<file path="src/verilog/adc_port_pkg.sv">
`default_nettype none
package adc_port_pkg;
    // device release window after the last serial edge, oscillator periods
    localparam int unsigned RELEASE_MIN_OSC = 6;
    localparam int unsigned RELEASE_MAX_OSC = 10;
    // release point, counted from the synchronised edge: the pin
    // synchroniser and edge detect add about 3 periods, so the pin sees
    // the release 8 to 9 periods after the last edge, inside the window
    localparam logic [3:0] RELEASE_AT_OSC = 4'h5;
    // output data register invalid span during update, oscillator periods
    localparam logic [2:0] UPDATE_INVALID_OSC = 3'h4;
    localparam int unsigned WORD_BITS = 24;
    localparam int unsigned GPIO_BITS = 8;

    typedef enum logic [1:0] {
        ST_IDLE = 2'b00,
        ST_SHIFT = 2'b01,
        ST_HOLD = 2'b10
    } port_state_t;

    typedef struct packed {
        logic cs_n;
        logic sclk;
        logic din;
    } serial_in_t;

    typedef struct packed {
        logic dout;
        logic dout_oe;
        logic conversion_ready_n;
    } serial_out_t;
endpackage
`default_nettype wire

</file>
<file path="src/verilog/adc_serial_port.sv">
// Behaviour
// - power_down_n low halts all digital logic of the device; here its synchroniser runs, gpio data passes through and gpio_pin_oe is held low.
// - chip select low enables the port; clock and data ignored when high.
// - conversion_ready_n is active low, falls when new data is available.
// - serial data output goes high impedance at once when chip select rises.
// - output released 6 to 10 oscillator periods after last serial edge.
// - output data register invalid for 4 periods while being updated.
// - analog input n shares its pin with general-purpose data bit n.
// - ready falling edge marks start of a new conversion.
`timescale 1ns/10ps
`default_nettype none
module adc_serial_port (
    input wire logic ref_clk,
    input wire logic resetn,
    input wire logic power_down_n,
    input wire logic cs_n,
    input wire logic sclk,
    input wire logic din,
    output logic dout,
    output logic dout_oe,
    output logic conversion_ready_n,
    input wire logic [23:0] conv_data,
    input wire logic conv_valid,
    input wire logic [7:0] gpio_in,
    input wire logic [7:0] gpio_out,
    input wire logic [7:0] gpio_dir,
    output logic [7:0] gpio_pin_out,
    output logic [7:0] gpio_pin_oe,
    output logic [7:0] gpio_pin_in,
    output logic [7:0] rx_byte,
    output logic rx_byte_valid
);
    typedef struct packed {
        adc_port_pkg::serial_in_t s1;
        adc_port_pkg::serial_in_t s2;
        logic sclk_prev;
        logic pdn1;
        logic pdn2;
        adc_port_pkg::port_state_t st;
        logic [23:0] out_reg;
        logic [23:0] shift;
        logic [4:0] bit_cnt;
        logic [7:0] rx_sh;
        logic [2:0] rx_cnt;
        logic [7:0] rx_byte;
        logic rx_valid;
        logic [3:0] idle_cnt;
        logic [2:0] upd_cnt;
        logic rdy_n;
        logic dout;
        logic oe;
    } state_t;

    state_t q, d;
    logic rise, fall, active;

    // active-low synchronised chip select gates every serial action
    function automatic logic port_open(input adc_port_pkg::serial_in_t s);
        port_open = !s.cs_n;
    endfunction

    always_comb begin
        d = q;
        // two flops on each serial pin and power_down_n; raw cs_n also feeds dout_oe
        d.s1 = '{cs_n: cs_n, sclk: sclk, din: din};
        d.s2 = q.s1;
        d.pdn1 = power_down_n;
        d.pdn2 = q.pdn1;
        d.sclk_prev = q.s2.sclk;
        d.rx_valid = 1'b0;
        active = port_open(q.s2);
        rise = active && q.s2.sclk && !q.sclk_prev;
        fall = active && !q.s2.sclk && q.sclk_prev;
        // new conversion word: register goes invalid for a short span
        if (conv_valid && q.upd_cnt == 3'h0) begin
            d.upd_cnt = adc_port_pkg::UPDATE_INVALID_OSC;
            d.out_reg = conv_data;
        end else if (q.upd_cnt != 3'h0) begin
            d.upd_cnt = q.upd_cnt - 3'h1;
            if (q.upd_cnt == 3'h1) begin
                d.rdy_n = 1'b0;
            end
        end
        // receive side: sample data in on rising edges
        if (rise) begin
            d.rx_sh = {q.rx_sh[6:0], q.s2.din};
            d.rx_cnt = q.rx_cnt + 3'h1;
            if (q.rx_cnt == 3'h7) begin
                d.rx_byte = {q.rx_sh[6:0], q.s2.din};
                d.rx_valid = 1'b1;
            end
        end
        // release timer counts oscillator periods after any serial edge
        if (rise || fall) begin
            d.idle_cnt = 4'h0;
        end else if (q.idle_cnt != 4'hf) begin
            d.idle_cnt = q.idle_cnt + 4'h1;
        end
        case (q.st)
            adc_port_pkg::ST_IDLE: begin
                d.oe = 1'b0;
                // no load while the word is mid-update
                if (fall && q.upd_cnt == 3'h0) begin
                    d.shift = q.out_reg;
                    d.bit_cnt = 5'h0;
                    d.st = adc_port_pkg::ST_SHIFT;
                end
            end
            adc_port_pkg::ST_SHIFT: begin
                d.oe = 1'b1;
                d.dout = q.shift[23];
                // a word landing on the same edge keeps ready low: set wins
                if (rise && q.upd_cnt != 3'h1) begin
                    d.rdy_n = 1'b1; // read started, ready returns high
                end
                if (fall) begin
                    d.shift = {q.shift[22:0], 1'b0};
                    d.bit_cnt = q.bit_cnt + 5'h1;
                    if (q.bit_cnt == 5'h16) begin
                        d.st = adc_port_pkg::ST_HOLD;
                    end
                end
            end
            adc_port_pkg::ST_HOLD: begin
                d.dout = q.shift[23];
                // release inside the 6..10 window after the last edge
                if (q.idle_cnt == adc_port_pkg::RELEASE_AT_OSC) begin
                    d.oe = 1'b0;
                    d.st = adc_port_pkg::ST_IDLE;
                end
            end
            default: d.st = adc_port_pkg::ST_IDLE;
        endcase
        // synchronised chip select high ends the transfer and clears the byte count
        if (!active) begin
            d.oe = 1'b0;
            d.st = adc_port_pkg::ST_IDLE;
            d.rx_cnt = 3'h0;
        end
    end

    // power-down holds the state at its reset value, but the power-down synchroniser still runs
    // clock history starts at its idle high level, so a select tied
    // low never sees a false rise once reset or power-down ends
    always_ff @(posedge ref_clk or negedge resetn) begin
        if (!resetn) begin
            q <= '0;
            q.rdy_n <= 1'b1;
            q.s1.cs_n <= 1'b1;
            q.s2.cs_n <= 1'b1;
            q.s1.sclk <= 1'b1;
            q.s2.sclk <= 1'b1;
            q.sclk_prev <= 1'b1;
        end else if (!q.pdn2) begin
            q <= '0;
            q.rdy_n <= 1'b1;
            q.s1.cs_n <= 1'b1;
            q.s2.cs_n <= 1'b1;
            q.s1.sclk <= 1'b1;
            q.s2.sclk <= 1'b1;
            q.sclk_prev <= 1'b1;
            q.pdn1 <= power_down_n;
            q.pdn2 <= q.pdn1;
        end else begin
            q <= d;
        end
    end

    // oe drop on cs rise is a comb path so release is immediate
    assign dout = q.dout;
    assign dout_oe = q.oe && !cs_n && q.pdn2;
    assign conversion_ready_n = q.rdy_n;
    assign rx_byte = q.rx_byte;
    assign rx_byte_valid = q.rx_valid;

    // shared analog/data pins, bit n with input n
    assign gpio_pin_out = gpio_out;
    assign gpio_pin_oe = gpio_dir & {8{q.pdn2}};
    assign gpio_pin_in = gpio_in;

    // release timing, select gating, power-down, load, ready behaviour and byte pulse
    release_window_a: assert property (@(posedge ref_clk)
        disable iff (!resetn)
        q.st == adc_port_pkg::ST_HOLD &&
        q.idle_cnt < adc_port_pkg::RELEASE_AT_OSC |-> q.oe)
        else $error("output released too early");
    release_late_a: assert property (@(posedge ref_clk)
        disable iff (!resetn)
        q.idle_cnt > adc_port_pkg::RELEASE_AT_OSC && q.pdn2 |->
        !q.oe || q.st == adc_port_pkg::ST_SHIFT)
        else $error("output released too late");
    cs_release_a: assert property (@(posedge ref_clk)
        disable iff (!resetn)
        cs_n |-> !dout_oe)
        else $error("output driven with chip select high");
    pdn_halt_a: assert property (@(posedge ref_clk)
        disable iff (!resetn)
        !q.pdn2 |=> !q.oe && q.rdy_n)
        else $error("logic ran in power-down");
    inactive_a: assert property (@(posedge ref_clk)
        disable iff (!resetn)
        !active |=> q.st == adc_port_pkg::ST_IDLE)
        else $error("transfer while deselected");
    ready_fall_a: assert property (@(posedge ref_clk)
        disable iff (!resetn)
        q.pdn2 && q.upd_cnt == 3'h1 && !conv_valid |=> !q.rdy_n)
        else $error("ready did not fall after update");
    no_load_a: assert property (@(posedge ref_clk)
        disable iff (!resetn)
        q.upd_cnt != 3'h0 && q.st == adc_port_pkg::ST_IDLE |=>
        q.st != adc_port_pkg::ST_SHIFT)
        else $error("read during update");
    edge_gate_a: assert property (@(posedge ref_clk)
        disable iff (!resetn)
        q.s2.cs_n |-> !rise && !fall)
        else $error("edge seen while deselected");
    ready_hold_a: assert property (@(posedge ref_clk)
        disable iff (!resetn)
        !q.rdy_n && q.pdn2 && !(rise && q.st == adc_port_pkg::ST_SHIFT)
        |=> !q.rdy_n)
        else $error("ready rose without a read");
    byte_pulse_a: assert property (@(posedge ref_clk)
        disable iff (!resetn)
        q.rx_valid |=> !q.rx_valid)
        else $error("received byte flagged twice");
    // main scenarios worth seeing at least once
    byte_cov: cover property (@(posedge ref_clk) rx_byte_valid);
    read_cov: cover property (@(posedge ref_clk)
        q.st == adc_port_pkg::ST_HOLD ##1 q.st == adc_port_pkg::ST_IDLE);
    ready_cov: cover property (@(posedge ref_clk) $fell(conversion_ready_n));
    // select held low through a release, as a tied-low host does
    hold_cov: cover property (@(posedge ref_clk)
        q.st == adc_port_pkg::ST_HOLD && !cs_n ##1
        q.st == adc_port_pkg::ST_IDLE && !cs_n);
    pdn_cov: cover property (@(posedge ref_clk)
        resetn && !q.pdn2 && !power_down_n);
endmodule
`default_nettype wire

</file>
<file path="config.mk">
export PLATFORM = sky130hd
export DESIGN_NAME = adc_serial_port
export DESIGN_NICKNAME = d
export VERILOG_FILES = /design/src/verilog/adc_port_pkg.sv /design/src/verilog/adc_serial_port.sv
export SDC_FILE = /design/constraint.sdc
export NUM_CORES = 1
export LEC_CHECK = 0
export BUFFER_PORTS_ARGS = -buffer_cell sky130_fd_sc_hd__buf_2
export CORE_MARGIN = 2
export CORE_UTILIZATION = 60
export CTS_CLUSTER_DIAMETER = 80
export DETAILED_ROUTE_END_ITERATION = 6
export PLACE_DENSITY_LB_ADDON = 0.12
export RECOVER_POWER = 100
export SLEW_MARGIN = 0
export SYNTH_ARGS = -nofsm -noshare
export SYNTH_HDL_FRONTEND = slang
export SYNTH_SLANG_ARGS = --single-unit
</file>
<file path="constraint.sdc">
create_clock -name ref_clk -period 5.28 [get_ports ref_clk]
set_clock_uncertainty 0.1 [all_clocks]
set_input_delay 0.792 -clock ref_clk [delete_from_list [all_inputs] [get_ports ref_clk]]
set_output_delay 0.792 -clock ref_clk [all_outputs]
set_load 0.1 [all_outputs]
</file>
* Yosys cells after proc, flatten, opt, wreduce, memory -nomap -nowiden
Index checks and enable logic that the tools add are counted.
** Cells by class
- Muxes and demuxes :: 26
- Reduce and logical (&&, ||, !) cells :: 22
- Bitwise gates (word level) :: 1
- Eq/ne operators :: 23
- Add/sub/neg operators :: 4
** Operators with widths (number)
- $mux W94 :: 1
- $mux W29 :: 2
- $pmux W29 S2 :: 1
- $mux W24 :: 1
- $mux W20 :: 1
- $ne A4 B4 Y1 const B :: 5
- $ne A3 B1 Y1 const B :: 5
- $mux W4 :: 3
- $mux W2 :: 5
- $logic_and A1 B1 Y1 :: 9
- $mux W9 :: 1
- $and A8 B8 Y8 :: 1
- $mux W1 :: 7
- $mux W3 :: 2
- $ne A2 B1 Y1 const B :: 3
- $ne A3 B3 Y1 const B :: 2
- $pmux W2 S3 :: 1
- $add A5 B1 Y5 const B :: 1
- $eq A5 B5 Y1 const B :: 1
- $ne A5 B1 Y1 const B :: 1
- $add A4 B1 Y4 const B :: 1
- $eq A4 B3 Y1 const B :: 1
- $logic_not A1 Y1 :: 4
- $reduce_and A2 Y1 :: 2
- other kinds (15) :: 15
** Storage, ports and cells
- Bits of input ports :: 55
- Output and inout bits :: 36
- Logic and storage cells :: 98
- Bits in registers :: 93

* Logic depth before layout (Yosys ltp)
Gate-level depths: netlist (run 1).
- Word-level depth :: 8
- Gate-level depth with buffers :: 8
- Gate-level depth less buffers :: 6

* Worst setup path before layout (run 1)
Ideal clock, no wire load.
- Path kind :: in2out
- Start :: input port cs_n
- End :: output port dout_oe
- Data required time :: 4.388 ns
- Buffers on the path :: 0
- Setup slack :: 2.203 ns
- Stages on the path :: 2
- Data arrival time :: 2.185 ns
- Path through :: nand2b_1 nor2_1
** On the way
- Word-level cells in the longest chain between the ends :: 3
** RTL lines
- start, declared :: RTL line adc_serial_port.sv:16 : input wire logic cs_n,
- $logic_not A1 Y1 :: RTL line adc_serial_port.sv:171 : assign dout_oe = q.oe && !cs_n && q.pdn2;
- $logic_and A1 B1 Y1 (2 in a row) :: RTL line adc_serial_port.sv:171
- end, declared :: RTL line adc_serial_port.sv:20 : output logic dout_oe,
Every way passes these cells.

* Worst setup path in the final report (run 1)
- Start :: register q[85] (netlist bit)
- End :: output port dout_oe
** On the way
- Word-level cells in the longest chain between the ends :: 1
** RTL lines
- start, declared :: RTL line adc_serial_port.sv:54 : state_t q, d;
- $logic_and A1 B1 Y1 :: RTL line adc_serial_port.sv:171
Every way passes these cells.

==> results of run 1 <==
## cell usage after synthesis (all sizes together) (10+ instances only)
cell type	count
nand2	97
dfrtp	87
buf	37
a21boi	34
nand3	34
o21ai	30
mux2	23
clkbuf	16
and2	14
nor2	12
ha	10
mux2i	10
nor2b	10
## layer usage
metal	GRT usage	vias up	wire (um)
met3	0.03336	13	350
met4	0.07960	0	122
met5	0	-	0
met1	0.2846	1512	3928
li1	-	1595	-
met2	0.3218	65	3788
## worst max-delay path: stages, from the launching register on
cell,delay [ps]
sky130_fd_sc_hd__dfrtp_1,1390
sky130_fd_sc_hd__nand2b_1,190
sky130_fd_sc_hd__nor2_1,150
sky130_fd_sc_hd__clkbuf_1,870
## layout make-up
cell class | count | area, um2
multi-input combinational | 317 | 1951
tap | 102 | 127.6
clock buffer | 11 | 141.4
timing repair buffer | 64 | 306.5
fill | 653 | 2704
clock inverter | 5 | 60.06
inverter | 6 | 22.52
sequential | 93 | 2335
## cells in the final DEF, fill, tap and decap left out, types with 2 or more instances in the layout
master                     instances
sky130_fd_sc_hd__a21boi_0         33
sky130_fd_sc_hd__mux2i_1          10
sky130_fd_sc_hd__nand3_1          34
sky130_fd_sc_hd__clkinv_4          2
sky130_fd_sc_hd__nand2_1          97
sky130_fd_sc_hd__or3_1             2
sky130_fd_sc_hd__clkbuf_1         22
sky130_fd_sc_hd__nor3_1            4
sky130_fd_sc_hd__nor3b_1           3
sky130_fd_sc_hd__xnor2_1           2
sky130_fd_sc_hd__ha_1             10
sky130_fd_sc_hd__nor4b_2           2
sky130_fd_sc_hd__o21ai_2           3
sky130_fd_sc_hd__dfstp_2           6
sky130_fd_sc_hd__nor2b_1          10
sky130_fd_sc_hd__dfrtp_1          87
sky130_fd_sc_hd__buf_4             5
sky130_fd_sc_hd__a21oi_1           2
sky130_fd_sc_hd__o21ai_0          27
sky130_fd_sc_hd__nand4_1           2
sky130_fd_sc_hd__inv_1             6
sky130_fd_sc_hd__nand3b_1          2
sky130_fd_sc_hd__and2_1           12
sky130_fd_sc_hd__clkbuf_8         10
sky130_fd_sc_hd__mux2_2           23
sky130_fd_sc_hd__buf_2            37
sky130_fd_sc_hd__o211ai_1          2
sky130_fd_sc_hd__o31ai_1           2
sky130_fd_sc_hd__nor2_1           12
sky130_fd_sc_hd__and2_0            2
sky130_fd_sc_hd__nand2b_1          7
sky130_fd_sc_hd__a21o_1            2
## per-stage QoR
stage | total power, W | setup slack [ps] | util | hold WS (ps)
6_report | 0.001401 | 1436 | 0.6464 | 280.3
5_1_grt | 0.001472 | 1202 | 0.6464 | 287.2
4_1_cts | 0.001422 | 2370 | 0.6602 | 261.5
3_5_place_dp | 0.0009468 | 2456 | 0.6338 | 263.9
3_3_place_gp | 0.0009421 | 2527 | 0.6338 | 263.4
2_1_floorplan | 0.0009540 | 2203 | - | 231.2
## where the power goes
group          total (W)  internal, W  leakage (nW)  switching [W]
logic           0.000151    0.0000536         0.813      0.0000976
clock network   0.000479     0.000233        0.0995       0.000246
registers       0.000771     0.000744          1.25      0.0000265
## final timing paths
path / endpoint / from / cells after the start
setup / recovery: dout_oe / q[85] / 3
hold / removal: q[85] / d[85] / 0
setup reg to reg: q[33] / q[85] / 4
hold reg to reg: q[85] / d[85] / 0
max in group asynchronous: q[26] / resetn / 2
min in group asynchronous: q[8] / resetn / 1
## kinds of logic after synthesis
logic type / after synthesis
simple gates: 192
flops: 93
compound gates: 79
buf+inv: 59
mux: 33
fa+ha+maj: 10
xor+xnor: 3
## registers in the layout (all words and copies together), names as in the netlist
signal              cells
rx_byte                 8
rx_byte_valid           1
dout                    1
d                       5
q                      77
conversion_ready_n      1
==> metrics.log, run 1 <==
[metrics] top-level port count: 91
[metrics] CP Data Arrival Time: 2950 ps
[metrics] overflow left after global routing: 0
[metrics] fraction of final layout cells with drive strength greater than 1: 0.1875
[metrics] Detailed Route WL: between 8000 and 9000 um
[metrics] wire length of the first global-routing pass: 14,080 um
[metrics] via total after detailed routing: 3,185
[metrics] area fraction of the dominant cell type after synthesis: 0.4633
[metrics] initial antenna violation count: 0
[metrics] peak clock frequency supported by timing: approximately 0.26 GHz
[metrics] category of the critical setup timing path: register to output pin
[metrics] post-synthesis sequential element count: 93
[metrics] synthesized net count: roughly 530
[metrics] largest driver fanout on the critical path: 60
[metrics] Final Hold Vio Count: 0
[metrics] number of flops mapped to enable cells by yosys: 0
[metrics] cell area after layout: between 4000 and 5000 um2
[metrics] share of the cycle needed by the critical path after routing: 0.7281
[metrics] Pre-Repair DR Iteration Count: 4
[metrics] number of pins with negative max-slew slack in the final report: 95
[metrics] syn_area_per_cell: 10.02 um2
[metrics] Clk Tree Root Cell: sky130_fd_sc_hd__clkbuf_8
[metrics] endpoint required time on the critical path: 4390 ps
[metrics] leakage power: between 2 and 2.5 nW
[metrics] PD cells: around 280 nW/um2
[metrics] number of hold buffers added after CTS: 0
[metrics] simple-gate portion of the synthesized area: 0.1954
[metrics] post-synthesis to final-layout area growth: 5.192%
[metrics] Least-Margin Pin Slew: approximately 1700 ps
[metrics] Inserted Clock Buffers: 9
[metrics] cell area after synthesis: roughly 4700 um2
[metrics] number of buffers on the longest clock path: 2
[metrics] register-to-register setup slack: roughly 2000 ps
[metrics] antenna violation net count after detailed routing: 0
[metrics] pin count of the biggest net entering global routing: 64
[metrics] post-synthesis share of cell area spent on xor and xnor gates: 0.005591
[metrics] biggest area contributors in the synthesized netlist: sky130_fd_sc_hd__dfrtp_1, sky130_fd_sc_hd__nand2_1, sky130_fd_sc_hd__mux2_2
[metrics] total of warnings raised by yosys: 0
[metrics] Max Cap Violations: 2
[metrics] Placement Cell Area: about 4800 um2
[metrics] WL per Instance: roughly 14 um
[metrics] DIE HEIGHT: 92.50 um
[metrics] number of cells produced by synthesis: ~470
[metrics] H-tree levels: 3
[metrics] TritonCTS clock tree: built
[metrics] Post-CTS Resized: 0
[metrics] placed insts: ~580
[metrics] Seq/Total Area, Yosys: 0.4968
[metrics] total core area: ~7600 um2
[metrics] critical path startpoint category: register
[metrics] violations in the final reports: max-capacitance violations, max-slew violations
[metrics] clock tree sinks: 93
[metrics] Finish-stage setup viols: 0
[metrics] FFs w/ async S/R, synth: 1.000
[metrics] initial drt markers: 219
[metrics] HPWL after detailed placement: between 5000 and 6000 um
[metrics] top_reg_cell synth: sky130_fd_sc_hd__dfrtp_1
[metrics] worst min-delay path category: register to register
[metrics] vias in the first global route: 3,007
[metrics] multiplexer area fraction after synthesis: 0.07641
[metrics] remaining max-slew budget at the tightest pin: -0.1212
[metrics] source-to-sink clock delay at the later pin of the worst-skew pair: 350 ps
[metrics] post-synth top area cell: sky130_fd_sc_hd__dfrtp_1
[metrics] clock slew at reported path FFs: about 90 ps
[metrics] number of antenna diodes: 0
[metrics] Initial Utilization: 0.6145
[metrics] total die area: 8556 um2
[metrics] setup TNS: 0 ps
[metrics] post-route insts no fill: approximately 600
[metrics] arithmetic-cell share of the synthesized area counting full adders, half adders and majority gates: 0.02662
[metrics] weighted congestion at the end of routability-driven global placement: about 0.78
[metrics] peak supply drop: 0.1321 mV
[metrics] unrepaired setup endpoints after global routing: false
[metrics] Critical Path Sink Type: output pin
[metrics] total routing usage reported by global routing: 0.2040
[metrics] run status: complete, but fails checks
[metrics] Die Wd: 92.50 um
[metrics] number of buffers added on ports: 58
[metrics] post-DR vias/cell: roughly 5.3
[metrics] share of the synthesized area in compound gates (AO/OA/AOI/OAI): 0.1257
[metrics] Final nets: approximately 560
[metrics] combinational family with the most area after synthesis: simple AND/OR/NAND/NOR gates
[metrics] number of design rule violations left after detail routing: 0
[metrics] unique cell type count in the Yosys netlist: 45
[metrics] Post-CTS Setup Repair Bufs: 0
[metrics] clock period minus worst slack: ~3800 ps
[metrics] # rows: 32
(Power assumes the default switching activity.)
==> inputs of run 2 (changes only) <==
--- a/config.mk
+++ b/config.mk
@@ -7,7 +7,7 @@
 export LEC_CHECK = 0
 export BUFFER_PORTS_ARGS = -buffer_cell sky130_fd_sc_hd__buf_2
 export CORE_MARGIN = 2
-export CORE_UTILIZATION = 60
+export CORE_UTILIZATION = 55
 export CTS_CLUSTER_DIAMETER = 80
 export DETAILED_ROUTE_END_ITERATION = 6
 export PLACE_DENSITY_LB_ADDON = 0.12
==> constraint.sdc (replaced) <==
create_clock -name ref_clk -period 3.7 [get_ports ref_clk]
set_clock_uncertainty 0.1 [all_clocks]
set_input_delay 0.555 -clock ref_clk [delete_from_list [all_inputs] [get_ports ref_clk]]
set_output_delay 0.555 -clock ref_clk [all_outputs]
set_load 0.1 [all_outputs]
==> run 2 against run 1 <==
Compared with the run above:
- the flow now finishes without violations
- worst setup slack worse by 810 ps
- combinational power grew 47%
- flip-flop and latch count unchanged
- sequential share of layout area shrank 0.27 points
- clock power grew 53%
- register-to-register slack got worse by 1300 ps
- critical endpoint is now gpio_pin_oe[6]
- largest cell class unchanged
- largest power group unchanged
- highest routed layer unchanged
==> metrics.log, run 2 (synthesis gave the netlist of run 1 again) <==
[metrics] run status: completed (was complete, but fails checks)
[metrics] category of the critical setup timing path: register to output pin (unchanged)
[metrics] Die Wd: 96.44 um (was 92.50 um)
[metrics] commonest non-fill, non-tap cells in the layout: sky130_fd_sc_hd__nand2_1, sky130_fd_sc_hd__dfrtp_1, sky130_fd_sc_hd__buf_2 (unchanged)
[metrics] Placement Cell Area: 4873 um2 (was 4847 um2)
[metrics] Least-Margin Pin Slew: 1432 ps (was 1682 ps)
[metrics] Pre-Repair DR Iteration Count: 4 (unchanged)
[metrics] worst min-delay path category: primary input to register (was register to register)
[metrics] CP Data Arrival Time: 2410 ps (was 2950 ps)
[metrics] peak clock frequency supported by timing: roughly 0.33 GHz
[metrics] initial drt markers: 155 (was 219)
[metrics] Max Cap Violations: 0 (was 2)
[metrics] Post-CTS Resized: 0 (unchanged)
[metrics] number of buffers added on ports: 58 (unchanged)
[metrics] number of pins with negative max-slew slack in the final report: 0 (was 95)
[metrics] number of design rule violations left after detail routing: 0 (unchanged)
[metrics] Most flops, register: q (unchanged)
[metrics] PD cells: 413.4 nW/um2 (was 283.3 nW/um2)
[metrics] Detailed Route WL: 8616 um (was 8190 um)
[metrics] Initial Utilization: 0.5691 (was 0.6145)
[metrics] post-route insts no fill: 604 (was 598)
[metrics] post-DR vias/cell: 5.374 (was 5.326)
[metrics] fraction of final layout cells with drive strength greater than 1: 0.1884 (was 0.1875)
[metrics] top-level port count: 91 (unchanged)
[metrics] Post-CTS Setup Repair Bufs: 0 (unchanged)
[metrics] clock period minus worst slack: 3070 ps
[metrics] clock slew at reported path FFs: 90 ps (about the same)
[metrics] endpoint required time on the critical path: 3040 ps (was 4390 ps)
[metrics] number of antenna diodes: 0 (unchanged)
[metrics] total routing usage reported by global routing: 0.2014 (was 0.2040)
[metrics] clock tree sinks: 93 (unchanged)
[metrics] total core area: 8258 um2 (was 7647 um2)
[metrics] peak supply drop: 0.2168 mV (was 0.1321 mV)
[metrics] initial antenna violation count: 0 (unchanged)
[metrics] Largest register FFs: 77 (unchanged)
[metrics] largest driver fanout on the critical path: 57 (was 60)
[metrics] wire length of the first global-routing pass: 14,580 um (was 14,080 um)
[metrics] HPWL after detailed placement: 5611 um (was 5266 um)
[metrics] # rows: 33 (was 32)
[metrics] share of the cycle needed by the critical path after routing: 0.8297
[metrics] antenna violation net count after detailed routing: 0 (unchanged)
[metrics] via total after detailed routing: 3,246 (was 3,185)
[metrics] overflow left after global routing: 0 (unchanged)
[metrics] post-synthesis to final-layout area growth: 5.857% (was 5.192%)
[metrics] Final Hold Vio Count: 0 (unchanged)
[metrics] H-tree levels: 3 (unchanged)
[metrics] pin count of the biggest net entering global routing: 60 (was 64)
[metrics] TritonCTS clock tree: built (unchanged)
[metrics] leakage power: 2.177 nW (was 2.164 nW)
[metrics] Final nets: 559 (was 556)
[metrics] Inserted Clock Buffers: 9 (unchanged)
[metrics] Fin Hold WS: 196.1 ps (was 280.3 ps)
[metrics] vias in the first global route: 3,239 (was 3,007)
[metrics] weighted congestion at the end of routability-driven global placement: 0.7732 (was 0.7827)
[metrics] number of buffers on the longest clock path: 2 (unchanged)
[metrics] Critical Path Sink Type: output pin (unchanged)
[metrics] remaining max-slew budget at the tightest pin: 0.04554 (was -0.1212)
[metrics] cell area after layout: 4975 um2 (was 4943 um2)
[metrics] total die area: 9300 um2 (was 8556 um2)
[metrics] critical path startpoint category: register (unchanged)
[metrics] source-to-sink clock delay at the later pin of the worst-skew pair: 360 ps (was 350 ps)
[metrics] DIE HEIGHT: 96.44 um (was 92.50 um)
[metrics] number of hold buffers added after CTS: 0 (unchanged)
[metrics] commonest non-fill, non-tap cell in the layout: sky130_fd_sc_hd__nand2_1 (unchanged)
[metrics] placed insts: 588 (was 582)
[metrics] WL per Instance: 14.26 um (was 13.70 um)
[metrics] setup TNS: 0 ps (unchanged)
[metrics] Finish-stage setup viols: 0 (unchanged)
[metrics] unrepaired setup endpoints after global routing: false (unchanged)
[metrics] Clk Tree Root Cell: sky130_fd_sc_hd__clkbuf_8 (unchanged)
==> run 2: through the flow <==
stage	utilization	total power [W]	worst slack (ps)
3_5_place_dp	0.5902	0.001358	1364
2_1_floorplan	-	0.001361	990.3
3_3_place_gp	0.5902	0.001350	1405
6_report	0.6024	0.002056	630.1
4_1_cts	0.6162	0.002089	961.4
5_1_grt	0.6024	0.002153	462.6
==> run 2: final cells by class <==
type                       count  area [um2]
sequential                    93        2336
multi-input combinational    317        1954
clock inverter                 6       87.58
clock buffer                  10       127.6
inverter                       6       22.52
timing repair buffer          67       315.3
tap                          105       131.4
fill                         777        3283
==> run 2: worst paths after layout <==
path | start | to | slack, ps | cells past startpoint
min | power_down_n | d[85] | 200 | 1
min in group asynchronous | resetn | q[8] | 430 | 1
max in group asynchronous | resetn | q[71] | 1480 | 2
max reg2reg | q[85] | q[34] | 790 | 4
max | q[85] | gpio_pin_oe[6] | 630 | 2
min reg2reg | d[85] | q[85] | 250 | 0
==> run 2: where the power goes <==
| group | switching [W] | total [W] | leakage, nW | internal, W |
|---|---|---|---|---|
| sequential | 0.0000378 | 0.00110 | 1.25 | 0.00106 |
| combinational | 0.000144 | 0.000222 | 0.817 | 0.0000774 |
| clock | 0.000354 | 0.000735 | 0.110 | 0.000381 |
| total | 0.000536 | 0.00206 | 2.18 | 0.00152 |
==> run 2: critical path, cell delays in order (launching register included) <==
cell and delay, ps:
sky130_fd_sc_hd__dfrtp_2 940, sky130_fd_sc_hd__and2_1 230, sky130_fd_sc_hd__clkbuf_1 860
==> run 2: metal layers <==
layer	track usage	up-vias	wire length (um)
met3	0.03957	13	372
met4	0.06925	0	87
li1	-	1601	-
met5	0	-	0
met2	0.3461	61	4149
met1	0.2551	1571	4006
==> inputs of run 3 (changes only) <==
--- a/config.mk
+++ b/config.mk
@@ -5,9 +5,10 @@
 export SDC_FILE = /design/constraint.sdc
 export NUM_CORES = 1
 export LEC_CHECK = 0
+export ABC_AREA = 1
 export BUFFER_PORTS_ARGS = -buffer_cell sky130_fd_sc_hd__buf_2
 export CORE_MARGIN = 2
-export CORE_UTILIZATION = 55
+export CORE_UTILIZATION = 54
 export CTS_CLUSTER_DIAMETER = 80
 export DETAILED_ROUTE_END_ITERATION = 6
 export PLACE_DENSITY_LB_ADDON = 0.12
==> constraint.sdc (replaced) <==
create_clock -name ref_clk -period 3.1 [get_ports ref_clk]
set_clock_uncertainty 0.1 [all_clocks]
set_input_delay 0.465 -clock ref_clk [delete_from_list [all_inputs] [get_ports ref_clk]]
set_output_delay 0.465 -clock ref_clk [all_outputs]
set_load 0.1 [all_outputs]
==> run 3 against run 2 <==
Compared with the run above:
- the run now ends with negative hold slack left
- largest cell class unchanged
- highest routed layer unchanged
- non-clock buffer count down 1
- worst setup slack worse by 44 ps
- area after synthesis down 8.6%
- critical path type unchanged
- global-route usage up 0.59 points
==> metrics.log, run 3 <==
[metrics] number of cells produced by synthesis: 477 (was 469)
[metrics] unique cell type count in the Yosys netlist: 30 (was 45)
[metrics] number of buffers added on ports: 58 (unchanged)
[metrics] Final nets: 573 (was 559)
[metrics] Fin Hold WS: -12.52 ps (was 196.1 ps)
[metrics] number of design rule violations left after detail routing: 0 (unchanged)
[metrics] largest driver fanout on the critical path: 20 (was 57)
[metrics] top_reg_cell synth: sky130_fd_sc_hd__dfrtp_1 (unchanged)
[metrics] Crit-path slowest cell: sky130_fd_sc_hd__clkbuf_1 (was sky130_fd_sc_hd__dfrtp_2)
[metrics] Final Hold Vio Count: 8 (was 0)
[metrics] synthesized net count: 542 (was 534)
[metrics] Clk Tree Root Cell: sky130_fd_sc_hd__clkbuf_8 (unchanged)
[metrics] total routing usage reported by global routing: 0.2073 (was 0.2014)
[metrics] origin of the critical flop-to-flop path: q[3] (was q[85])
[metrics] Least-Margin Pin Slew: 1176 ps (was 1432 ps)
[metrics] Largest register FFs: 77 (unchanged)
[metrics] H-tree levels: 3 (unchanged)
[metrics] area fraction of the dominant cell type after synthesis: 0.5068 (was 0.4633)
[metrics] PnR Total Power: 0.002691 W (was 0.002056 W)
[metrics] HPWL after detailed placement: 5560 um (was 5611 um)
[metrics] post-synthesis sequential element count: 93 (unchanged)
[metrics] synth cell count leaders: sky130_fd_sc_hd__nand2_1, sky130_fd_sc_hd__dfrtp_1, sky130_fd_sc_hd__nand3_1 (unchanged)
[metrics] violations in the final reports: negative hold slack
[metrics] worst min-delay path category: primary input to async pin (was primary input to register)
[metrics] total die area: 8683 um2 (was 9300 um2)
[metrics] DIE HEIGHT: 93.19 um (was 96.44 um)
[metrics] number of flops mapped to enable cells by yosys: 0 (unchanged)
[metrics] register-to-register setup slack: 710 ps (was 790 ps)
[metrics] clock tree sinks: 93 (unchanged)
[metrics] clock slew at reported path FFs: 90 ps (about the same)
[metrics] Seq/Total Area, Yosys: 0.5435 (was 0.4968)
[metrics] depth of the worst register-to-register path: 9 (was 4)
[metrics] PD cells: 579.5 nW/um2 (was 413.4 nW/um2)
[metrics] setup TNS: 0 ps (unchanged)
[metrics] Finish-stage setup viols: 0 (unchanged)
[metrics] critical path startpoint category: register (unchanged)
[metrics] initial drt markers: 143 (was 155)
[metrics] commonest non-fill, non-tap cells in the layout: sky130_fd_sc_hd__nand2_1, sky130_fd_sc_hd__dfrtp_1, sky130_fd_sc_hd__nand3_1 (was sky130_fd_sc_hd__nand2_1, sky130_fd_sc_hd__dfrtp_1, sky130_fd_sc_hd__buf_2)
[metrics] total of warnings raised by yosys: 0 (unchanged)
[metrics] FILL cells: 698 (was 777)
[metrics] remaining max-slew budget at the tightest pin: 0.2193 (was 0.04554)
[metrics] post-synthesis to final-layout area growth: 8.127% (was 5.857%)
[metrics] run status: complete, but fails checks (was completed)
[metrics] number of hold buffers added after CTS: 0 (unchanged)
[metrics] leakage power: 2.321 nW (was 2.177 nW)
[metrics] Post-CTS Setup Repair Bufs: 0 (unchanged)
[metrics] post-placement worst setup slack: 1096 ps (was 1364 ps)
[metrics] endpoint required time on the critical path: 2530 ps (was 3040 ps)
[metrics] source-to-sink clock delay at the later pin of the worst-skew pair: 350 ps (was 360 ps)
[metrics] share of the cycle needed by the critical path after routing: 0.8110
[metrics] Post-CTS Resized: 0 (unchanged)
[metrics] peak clock frequency supported by timing: slightly below 0.4 GHz
[metrics] Worst Setup Slack, final: 585.8 ps (was 630.1 ps)
[metrics] WL per Instance: 13.43 um (was 14.26 um)
[metrics] post-DR vias/cell: 5.210 (was 5.374)
[metrics] number of antenna diodes: 0 (unchanged)
[metrics] fraction of final layout cells with drive strength greater than 1: 0.1598 (was 0.1884)
[metrics] TritonCTS clock tree: built (unchanged)
[metrics] post-synth top area cell: sky130_fd_sc_hd__dfrtp_1 (unchanged)
[metrics] antenna violation net count after detailed routing: 0 (unchanged)
[metrics] Pre-Repair DR Iteration Count: 4 (unchanged)
[metrics] initial antenna violation count: 0 (unchanged)
[metrics] biggest area contributors in the synthesized netlist: sky130_fd_sc_hd__dfrtp_1, sky130_fd_sc_hd__nand2_1, sky130_fd_sc_hd__nand3_1 (was sky130_fd_sc_hd__dfrtp_1, sky130_fd_sc_hd__nand2_1, sky130_fd_sc_hd__mux2_2)
[metrics] Die Wd: 93.19 um (was 96.44 um)
[metrics] Inserted Clock Buffers: 9 (unchanged)
[metrics] # rows: 32 (was 33)
[metrics] category of the critical setup timing path: register to output pin (unchanged)
[metrics] overflow left after global routing: 0 (unchanged)
[metrics] wire length of the first global-routing pass: 14,150 um (was 14,580 um)
[metrics] unrepaired setup endpoints after global routing: false (unchanged)
[metrics] Detailed Route WL: 8259 um (was 8616 um)
[metrics] number of buffers on the longest clock path: 2 (unchanged)
[metrics] weighted congestion at the end of routability-driven global placement: 0.8868 (was 0.7732)
[metrics] peak supply drop: 0.3237 mV (was 0.2168 mV)
[metrics] delay of the slowest critical-path stage: 860 ps (was 940 ps)
[metrics] Placement Cell Area: 4487 um2 (was 4873 um2)
[metrics] reg-to-reg critical path endpoint: q[79] (was q[34])
[metrics] via total after detailed routing: 3,204 (was 3,246)
[metrics] total core area: 7727 um2 (was 8258 um2)
[metrics] top-level port count: 91 (unchanged)
[metrics] cell with the most instances after synthesis: sky130_fd_sc_hd__nand2_1 (unchanged)
[metrics] clock period minus worst slack: between 2000 and 3000 ps
[metrics] cell area after synthesis: 4295 um2 (was 4700 um2)
[metrics] pin count of the biggest net entering global routing: 43 (was 60)
[metrics] number of pins with negative max-slew slack in the final report: 0 (unchanged)
[metrics] Most flops, register: q (unchanged)
[metrics] cell area after layout: 4644 um2 (was 4975 um2)
[metrics] vias in the first global route: 3,085 (was 3,239)
[metrics] Initial Utilization: 0.5559 (was 0.5691)
[metrics] Critical Path Sink Type: output pin (unchanged)
[metrics] CP Data Arrival Time: 1950 ps (was 2410 ps)
[metrics] syn_area_per_cell: 9.005 um2 (was 10.02 um2)
[metrics] FFs w/ async S/R, synth: 1.000 (unchanged)
[metrics] commonest non-fill, non-tap cell in the layout: sky130_fd_sc_hd__nand2_1 (unchanged)
[metrics] Max Cap Violations: 0 (unchanged)
[metrics] critical path cell sequence: buf_4 > nand2_1 > inv_1 > clkbuf_1 (was and2_1 > clkbuf_1)
[run 3: cell types whose count changed in the layout (fill, tap and decap cells not counted), moves of 7 or more]
cell	change
sky130_fd_sc_hd__a21boi_0	-33
sky130_fd_sc_hd__a22oi_1	+23
sky130_fd_sc_hd__and2_1	-11
sky130_fd_sc_hd__clkbuf_1	-10
sky130_fd_sc_hd__inv_1	+29
sky130_fd_sc_hd__mux2_2	-23
sky130_fd_sc_hd__mux2i_1	-10
sky130_fd_sc_hd__nand2_1	+33
sky130_fd_sc_hd__nand2b_1	-7
sky130_fd_sc_hd__nand3_1	+15
sky130_fd_sc_hd__nor2b_1	-10
sky130_fd_sc_hd__o21ai_0	+13
[run 3: critical path: cells and delay by family, from the launching register on]
| kind | cells | cell delay [ps] |
|---|---|---|
| flops | 1 | 370 |
| simple gates | 1 | 70 |
| buf+inv | 3 | 1150 |
[run 3: kinds of logic after synthesis]
family	share of synthesized area
simple gates	0.2083
flops	0.5435
compound gates	0.1130
buf+inv	0.1019
fa+ha+maj	0.02913
xor+xnor	0.004079
[run 3: stage by stage]
stage               std cells    util
finish                    615  0.6010
global route              615  0.6010
CTS                       615  0.6065
detailed placement        599  0.5806
global placement          599  0.5806
floorplan                 477       -
[run 3: worst max-delay path by stage]
stage	startpoint	to	slack [ps]	cells after the start
after global routing	q[3]	q[66]	370	9
final	q[85]	gpio_pin_oe[7]	590	4
after detailed placement	q[84]	q[47]	1100	9
after floorplan	q[85]	dout_oe	310	4
after global placement	q[84]	q[48]	1180	9
after CTS	q[85]	dout_oe	800	4
[run 3: cell type report]
type	count	area (um2)	area share
clock buffer	11	141.4	0.03044
clock inverter	5	58.81	0.01266
inverter	36	135.1	0.02909
multi-input combinational	302	1503	0.3235
sequential	93	2336	0.5030
tap	102	127.6	0.02748
timing repair buffer	66	342.8	0.07381
[run 3: metal layers]
metal	share of wire	up-vias	track usage	wire length, um
met5	0	-	0	0
met4	0.014	0	0.07230	117
met3	0.039	15	0.04754	318
met2	0.47	63	0.3285	3903
met1	0.47	1527	0.2826	3919
li1	-	1599	-	-
[run 3: power breakdown]
group	total (W)	switching, W	internal (W)
Combinational	0.000442	0.000317	0.000125
Clock	0.000811	0.000414	0.000397
Sequential	0.00144	0.0000845	0.00135
Total	0.00269	0.000815	0.00188
